[src/hdl/hcip_pkg.sv]
// How it works
// - Command code zero loads index pointer
// - Auto-step advances pointer per data access
// - Pointer loads from low index field
// - Host writes pointer command bit four zero
// - Code three clears status and request
// - Host writes clear command bits five-one zero
// - Clear command leaves pointer and transfers alone
// - Host handler issues clear before exiting
// - Clear touches only the request latch (status bit and host request) and user_cmd
// - Only status bit zero carries meaning
// - Coprocessor request sets status; reset clears it
// - Request reaches host only when routing enabled
// - Request latch holds until cleared
// - Any status-location write resets coprocessor
// - Coprocessor reset lasts as long as strobe
// - Reset: pointer at zero, auto-step on
// - Auto-step wraps after last location
// - One pointer; reads read-array, writes write-array
package hcip_pkg;
  localparam int          ADDR_W        = 3;
  localparam logic [2:0]  PORT_DATA     = 3'h0;
  localparam logic [2:0]  PORT_CMD      = 3'h1;
  localparam logic [2:0]  PORT_STATUS   = 3'h2;
  localparam int          CMD_SEL_HI    = 7;
  localparam int          CMD_SEL_LO    = 6;
  localparam int          CMD_AUTO_BIT  = 5;
  localparam int          IDX_W         = 5;
  localparam logic [1:0]  CMD_SET_PTR   = 2'h0;
  localparam logic [1:0]  CMD_USER1     = 2'h1;
  localparam logic [1:0]  CMD_USER2     = 2'h2;
  localparam logic [1:0]  CMD_CLEAR_IRQ = 2'h3;
  localparam logic [7:0]  CMD_RESET_VAL = 8'h20;
  localparam logic [7:0]  CLEAR_IRQ_VAL = 8'hC0;
  // Avalon slave registers of the host controller
  localparam logic [3:0]  AV_CTRL       = 4'h0;
  localparam logic [3:0]  AV_WDATA      = 4'h4;
  localparam logic [3:0]  AV_RDATA      = 4'h8;
  localparam logic [3:0]  AV_IRQ_STAT   = 4'hC;
  localparam logic [3:0]  AV_IRQ_MASK   = 4'h0;
  localparam int          AV_ADDR_W     = 4;
  localparam int          HOST_STROBE   = 4;
endpackage

[src/hdl/hcip_bus_if.sv]
`timescale 1ns/1ps
interface hcip_bus_if;
  logic [2:0] addr;
  logic [7:0] wdata;
  logic [7:0] rdata;
  logic       rd_n;
  logic       wr_n;
  logic       irq;
  modport dev  (input addr, wdata, rd_n, wr_n, output rdata, irq);
  modport host (output addr, wdata, rd_n, wr_n, input rdata, irq);
endinterface

[src/hdl/hcip_device.sv]
// Register access over Avalon-MM and the register offsets were left to the implementer.
`timescale 1ns/1ps
module hcip_device
  import hcip_pkg::*;
#(
  parameter int DEPTH = 32
) (
  // Clock and reset
  input  wire logic        core_clk,
  input  wire logic        reset_n,
  // Host bus
  hcip_bus_if.dev          bus,
  // Coprocessor side
  input  wire logic        cop_irq_req,
  input  wire logic        irq_route_en,
  input  wire logic [IDX_W-1:0] cop_idx,
  input  wire logic        cop_we,
  input  wire logic [7:0]  cop_wdata,
  output logic      [7:0]  cop_rdata,
  output logic             cop_reset,
  output logic             user_cmd_valid,
  output logic      [7:0]  user_cmd
);
  logic [7:0] rd_array [DEPTH];
  logic [7:0] wr_array [DEPTH];
  logic [IDX_W-1:0] ptr_reg;
  logic             auto_reg;
  logic             latch_reg;
  logic [2:0] a1, a2, a3;
  logic [7:0] d1, d2, d3;
  logic [1:0] r1, r2, r3;
  logic [1:0] w1, w2, w3;
  logic rd_now, wr_now, rd_prev, wr_prev;
  logic rd_rise, wr_rise;
  logic [1:0] sel;

  // Three-stage sampling of asynchronous host pins
  always_ff @(posedge core_clk) begin
    a1 <= bus.addr;  a2 <= a1; a3 <= a2;
    d1 <= bus.wdata; d2 <= d1; d3 <= d2;
    r1 <= {1'b0, ~bus.rd_n}; r2 <= r1; r3 <= r2;
    w1 <= {1'b0, ~bus.wr_n}; w2 <= w1; w3 <= w2;
  end

  always_ff @(posedge core_clk) begin
    if (!reset_n) begin
      rd_now <= 1'b0;
      wr_now <= 1'b0;
    end else begin
      if (r2[0] == r3[0]) rd_now <= r3[0];
      if (w2[0] == w3[0]) wr_now <= w3[0];
    end
  end

  always_ff @(posedge core_clk) begin
    if (!reset_n) begin
      rd_prev <= 1'b0;
      wr_prev <= 1'b0;
    end else begin
      rd_prev <= rd_now;
      wr_prev <= wr_now;
    end
  end

  assign rd_rise = rd_now & ~rd_prev;
  assign wr_rise = wr_now & ~wr_prev;
  assign sel     = d3[CMD_SEL_HI:CMD_SEL_LO];

  // Pointer and auto-step; the clear command never touches them
  always_ff @(posedge core_clk) begin
    if (!reset_n) begin
      ptr_reg  <= '0;
      auto_reg <= CMD_RESET_VAL[CMD_AUTO_BIT];
    end else if (wr_rise && a3 == PORT_CMD && sel == CMD_SET_PTR) begin
      ptr_reg  <= d3[IDX_W-1:0];
      auto_reg <= d3[CMD_AUTO_BIT];
    end else if ((wr_rise || rd_rise) && a3 == PORT_DATA && auto_reg) begin
      if (ptr_reg == IDX_W'(DEPTH - 1))
        ptr_reg <= '0;
      else
        ptr_reg <= ptr_reg + 1'b1;
    end
  end

  // Shared pointer into both arrays
  always_ff @(posedge core_clk) begin
    if (wr_rise && a3 == PORT_DATA)
      wr_array[ptr_reg] <= d3;
    if (cop_we)
      rd_array[cop_idx] <= cop_wdata;
  end

  always_ff @(posedge core_clk) begin
    if (!reset_n) begin
      bus.rdata <= '0;
    end else if (rd_rise) begin
      if (a3 == PORT_DATA)
        bus.rdata <= rd_array[ptr_reg];
      else
        bus.rdata <= {7'h00, latch_reg};
    end
  end

  always_ff @(posedge core_clk) begin
    if (!reset_n) cop_rdata <= '0;
    else cop_rdata <= wr_array[cop_idx];
  end

  // Request latch: a new request wins over a simultaneous clear
  always_ff @(posedge core_clk) begin
    if (!reset_n)
      latch_reg <= 1'b0;
    else if (cop_irq_req)
      latch_reg <= 1'b1;
    else if (wr_rise && a3 == PORT_CMD && sel == CMD_CLEAR_IRQ)
      latch_reg <= 1'b0;
  end

  always_ff @(posedge core_clk) begin
    if (!reset_n) bus.irq <= 1'b0;
    else bus.irq <= latch_reg & irq_route_en;
  end

  // Reset follows the filtered write strobe, so it lasts as long
  always_ff @(posedge core_clk) begin
    if (!reset_n) cop_reset <= 1'b0;
    else cop_reset <= wr_now && a3 == PORT_STATUS;
  end

  always_ff @(posedge core_clk) begin
    if (!reset_n) begin
      user_cmd_valid <= 1'b0;
      user_cmd       <= '0;
    end else begin
      user_cmd_valid <= wr_rise && a3 == PORT_CMD &&
                        (sel == CMD_USER1 || sel == CMD_USER2);
      if (wr_rise && a3 == PORT_CMD)
        user_cmd <= d3;
    end
  end
endmodule

[src/flat_wrapper.sv]
// flat-port wrapper written by rule: the top's interface ports become plain ports
module hcip_device_flat import hcip_pkg::*;
#(
  parameter int DEPTH = 32
)
  (core_clk, reset_n, cop_irq_req, irq_route_en, cop_idx, cop_we, cop_wdata, cop_rdata, cop_reset, user_cmd_valid, user_cmd, bus_addr, bus_wdata, bus_rd_n, bus_wr_n, bus_rdata, bus_irq);
  hcip_bus_if bus_i ();
  input  wire logic core_clk;
  input  wire logic reset_n;
  input  wire logic cop_irq_req;
  input  wire logic irq_route_en;
  input  wire logic [IDX_W-1:0] cop_idx;
  input  wire logic cop_we;
  input  wire logic [7:0] cop_wdata;
  output logic      [7:0] cop_rdata;
  output logic cop_reset;
  output logic user_cmd_valid;
  output logic      [7:0] user_cmd;
  input wire logic [$bits(bus_i.addr)-1:0] bus_addr;
  input wire logic [$bits(bus_i.wdata)-1:0] bus_wdata;
  input wire logic [$bits(bus_i.rd_n)-1:0] bus_rd_n;
  input wire logic [$bits(bus_i.wr_n)-1:0] bus_wr_n;
  output wire logic [$bits(bus_i.rdata)-1:0] bus_rdata;
  output wire logic [$bits(bus_i.irq)-1:0] bus_irq;
  assign bus_i.addr = bus_addr;
  assign bus_i.wdata = bus_wdata;
  assign bus_i.rd_n = bus_rd_n;
  assign bus_i.wr_n = bus_wr_n;
  assign bus_rdata = bus_i.rdata;
  assign bus_irq = bus_i.irq;
  hcip_device #(.DEPTH(DEPTH)) u_core (.core_clk(core_clk), .reset_n(reset_n), .bus(bus_i), .cop_irq_req(cop_irq_req), .irq_route_en(irq_route_en), .cop_idx(cop_idx), .cop_we(cop_we), .cop_wdata(cop_wdata), .cop_rdata(cop_rdata), .cop_reset(cop_reset), .user_cmd_valid(user_cmd_valid), .user_cmd(user_cmd));
endmodule
[config.mk]
export PLATFORM = sky130hd
export DESIGN_NAME = hcip_device_flat
export DESIGN_NICKNAME = d
export VERILOG_FILES = /design/src/hdl/hcip_pkg.sv /design/src/hdl/hcip_bus_if.sv /design/src/hdl/hcip_device.sv /design/src/flat_wrapper.sv
export SDC_FILE = /design/constraint.sdc
export NUM_CORES = 1
export LEC_CHECK = 0
export BUFFER_PORTS_ARGS = -buffer_cell sky130_fd_sc_hd__buf_2
export CORE_MARGIN = 4
export CORE_UTILIZATION = 60
export DETAILED_ROUTE_END_ITERATION = 16
export GPL_TIMING_DRIVEN = 0
export PLACE_DENSITY = 0.77
export SYNTH_ARGS = -nofsm -noshare
export SYNTH_HDL_FRONTEND = slang
export SYNTH_SLANG_ARGS = --single-unit
[constraint.sdc]
create_clock -name core_clk -period 2.8 [get_ports core_clk]
set_input_delay 0.14 -clock core_clk [delete_from_list [all_inputs] [get_ports core_clk]]
set_output_delay 0.14 -clock core_clk [all_outputs]
set_load 0.005 [all_outputs]
==> flow_summary.rst <==
.. list-table::
   :header-rows: 1

   * - Metric
     - Value
   * - Outcome
     - finished clean
   * - HPWL after detailed placement
     - 32.2 mm
   * - Net count after synthesis
     - 1224
   * - Total net switching power
     - 3.56 mW
   * - Commonest register cell after synthesis
     - sky130_fd_sc_hd__edfxtp_1
   * - Highest net fanout along the worst path
     - 10
   * - Clock edge transition at the registers on the reported setup and hold paths
     - roughly 0.060 ns
   * - Netlist area before placement
     - 22400 µm²
   * - Number of buffers created by CTS
     - 55
   * - Die Area
     - 40400 µm²
   * - Final instance count without filler cells
     - roughly 1800
   * - Overflow after GRT
     - 0
   * - Count of flip-flops with a built-in enable after synthesis
     - 512
   * - Distinct cells, synth
     - 55
   * - Final layout net count
     - 1353
   * - First-pass GRT wire length
     - approximately 76 mm
   * - Launch point of the worst hold path
     - cop_wdata[3]
   * - R2R Setup Slk
     - roughly 0.16 ns
   * - Maximum clock frequency
     - 375 MHz
   * - Peak supply drop
     - 0.000700 V
   * - Critical path capture point type
     - flop
   * - Fraction of post-synthesis cell area in the top cell type by area
     - 68.7%
   * - Launching point of the worst reg2reg path
     - u_core.a3[0]
   * - Power Internal
     - 13.9 mW
   * - Number of cells after detailed placement
     - 1710
   * - Length of the first detailed-routing pass in iterations
     - 6
   * - Area Growth Syn to Fin
     - 12.3%
   * - Number of antenna violations at the first check in global routing
     - 1
   * - Average detailed-routed wire length per instance
     - between 20 and 30 µm
   * - Fraction of layout cells with a size suffix above 1
     - 20.1%
   * - CP Data Required Time
     - ~3 ns
   * - I/O pin count
     - 58
   * - DRC marker count from the first detailed-route iteration
     - approximately 1700
   * - Most area-consuming cells after synthesis
     - sky130_fd_sc_hd__edfxtp_1 69%, sky130_fd_sc_hd__mux4_2 7.8%, sky130_fd_sc_hd__dfxtp_1 7.3%
   * - Number of global-route vias before repair
     - 12000
   * - Unrepaired setup endpoints after global routing
     - no
   * - Starting density of the core
     - 61.0%
   * - Fin Setup TNS
     - 0 ns
   * - Static Leak
     - 8.04 nW
   * - Remaining max-slew budget at the tightest pin
     - 8.91%
   * - Count of yosys warnings during synthesis
     - 0
   * - Top Registers
     - u_core.rd_array: 256 flops, u_core.wr_array: 256 flops
   * - Max Slew Vio Count
     - 0
   * - Number of cells upsized or downsized after cts
     - 0
   * - Worst Hold Slack
     - ~0.088 ns
   * - Hold Path Depth
     - 1
   * - Post-CTS setup buffer count
     - 0
   * - Syn_area_per_cell
     - between 15 and 20 µm²
   * - Time the final worst path needs with I/O delays and setup
     - 2.67 ns
   * - Number of vias after detailed routing
     - 12000
   * - Final period utilization
     - approximately 95%
   * - Die span in x
     - a little over 200 µm
   * - Area leader, netlist
     - sky130_fd_sc_hd__edfxtp_1
   * - Power density over cell area
     - 695 nW/µm²
   * - Part of the power in registers
     - around 56%
   * - Total routing resource utilization after global routing
     - 25.3%
   * - Hold Crit Class
     - input port to flop
   * - Portion of total power attributed to the clock network
     - between 40% and 50%
   * - Total count of hold-check failures in the final report
     - 0
   * - Critical path data arrival time
     - 2.88 ns
   * - Element type at the critical path start
     - input port
   * - CTS tree
     - yes
   * - Remaining number of nets flagged by the antenna check after routing
     - 0
   * - Insertion delay of the later-clocked pin in the worst-skew pair
     - 0.60 ns
   * - Number of synthesized register bits
     - about 590
   * - Measured slew at the worst slew-check pin
     - 1.36 ns
   * - Number of cells on the worst reg-to-reg path
     - 4
   * - Worst setup path class
     - input port to flop
   * - DRC violations left
     - 0
   * - WL final
     - around 51 mm
   * - Source of the critical timing path
     - cop_idx[1]
   * - Portion of the post-synthesis area used by sequential elements
     - 76.1%
   * - Core Box Area
     - 36700 µm²
   * - Largest net degree at the start of global routing
     - 36
   * - Die extent in y
     - 201 µm
   * - Vias per cell
     - roughly 6.6
   * - Routability-driven placement congestion ratio
     - approximately 0.96
   * - Final cell area excluding filler cells
     - 25100 µm²
   * - Number of max-cap violations
     - 0
   * - Clock tree root buffer cell
     - sky130_fd_sc_hd__clkbuf_16
   * - Port buffer count
     - between 50 and 60
   * - Portion of total power attributed to combinational logic
     - 3.2%
   * - Share of flip-flops with an asynchronous set or reset
     - 0%
   * - Final clock skew
     - 0.0198 ns
   * - Switching part of the total
     - 20.4%
   * - Post-detailed-placement cell area
     - 23200 µm²
   * - Number of standard cells after synthesis
     - 1186
   * - Maximum clock insertion buffer count
     - 3
   * - Number of placement rows
     - 70
   * - Clock tree sinks
     - approximately 590
   * - Number of H-tree levels
     - 2
   * - Final setup violation count
     - 0
synth_stat cells, types with 10 or more instances:
cell,instances
sky130_fd_sc_hd__a31oi_1,10
sky130_fd_sc_hd__a22oi_1,58
sky130_fd_sc_hd__clkbuf_1,19
sky130_fd_sc_hd__mux2i_1,103
sky130_fd_sc_hd__dfxtp_1,82
sky130_fd_sc_hd__edfxtp_1,512
sky130_fd_sc_hd__buf_4,13
sky130_fd_sc_hd__buf_2,17
sky130_fd_sc_hd__nor2_1,88
sky130_fd_sc_hd__mux4_2,77
sky130_fd_sc_hd__nand3_1,10
sky130_fd_sc_hd__a21oi_1,23
sky130_fd_sc_hd__nand2_1,25
power groups by stage:
stage	logic, mW	clock network [mW]	registers [mW]
after global placement	0.529	0	9.97
after floorplan	0.304	0	9.94
after detailed placement	0.538	0	9.98
after CTS	0.559	7.15	9.79
final	0.565	7.09	9.79
after global routing	0.598	7.55	9.80
routing by layer:
metal  vias up  wire [µm]  GRT usage [%]
li1       5034          -              -
met1      6087      19900           38.3
met2       762      23800           38.4
met3       100       5780           5.62
met4         0       1370           6.56
met5         -          0              0
per-stage QoR:
stage	utilization [%]	power [mW]	worst slack, ns
after floorplan	-	10.2	0.739
after global placement	63.3	10.5	-0.388
after detailed placement	63.3	10.5	-0.379
after CTS	68.4	17.5	0.177
after global routing	68.5	17.9	0.00880
final	68.5	17.5	0.131
path summary, 6_finish.rpt:
kind,to
max,u_core.rd_array[3][2]
min,u_core.rd_array[25][3]
max reg2reg,u_core.wr_array[29][4]
min reg2reg,u_core.d3[7]
what timing repair did:
item                                   CTS  global route
setup endpoints to repair                0             0
endpoints found under the hold margin   18             0
hold buffers                            16             0
cells by family after synthesis:
group,count (synthesis),synth area share [%]
flops,594,76.1
mux,188,13.1
simple gates,185,4.06
compound gates,140,4.57
buf+inv,72,1.82
fa+ha+maj,7,0.391
critical path: stages:
cell                      delay, ns
sky130_fd_sc_hd__buf_2         0.15
sky130_fd_sc_hd__buf_2         0.35
sky130_fd_sc_hd__buf_1         0.69
sky130_fd_sc_hd__nand3_1       0.64
sky130_fd_sc_hd__nor2_1        0.89
cell type report:
cell class                 instances  area (µm²)
fill                            2292       11600
antenna                            1        2.50
timing repair buffer              72         440
buffer                            63         374
clock inverter                    22         151
multi-input combinational        520        4950
sequential                       594       17000
tap                              468         586
inverter                           9        33.8
clock buffer                      78        1560
layout by cell type, fill, tap and decap left out, types with 9 or more instances in the layout:
cell	instances
sky130_fd_sc_hd__edfxtp_1	512
sky130_fd_sc_hd__mux2i_1	103
sky130_fd_sc_hd__nor2_1	88
sky130_fd_sc_hd__dfxtp_1	79
sky130_fd_sc_hd__mux4_2	77
sky130_fd_sc_hd__buf_2	73
sky130_fd_sc_hd__a22oi_1	58
sky130_fd_sc_hd__clkbuf_16	56
sky130_fd_sc_hd__clkbuf_1	33
sky130_fd_sc_hd__nand2_1	25
sky130_fd_sc_hd__a21oi_1	23
sky130_fd_sc_hd__dlygate4sd3_1	16
sky130_fd_sc_hd__buf_4	13
sky130_fd_sc_hd__nand3_1	10
sky130_fd_sc_hd__a31oi_1	10
sky130_fd_sc_hd__inv_1	9
sky130_fd_sc_hd__and3_1	9
sky130_fd_sc_hd__a22o_1	9
sky130_fd_sc_hd__a211oi_1	9
sky130_fd_sc_hd__clkinv_2	9
Power figures use the tool's default switching activity.
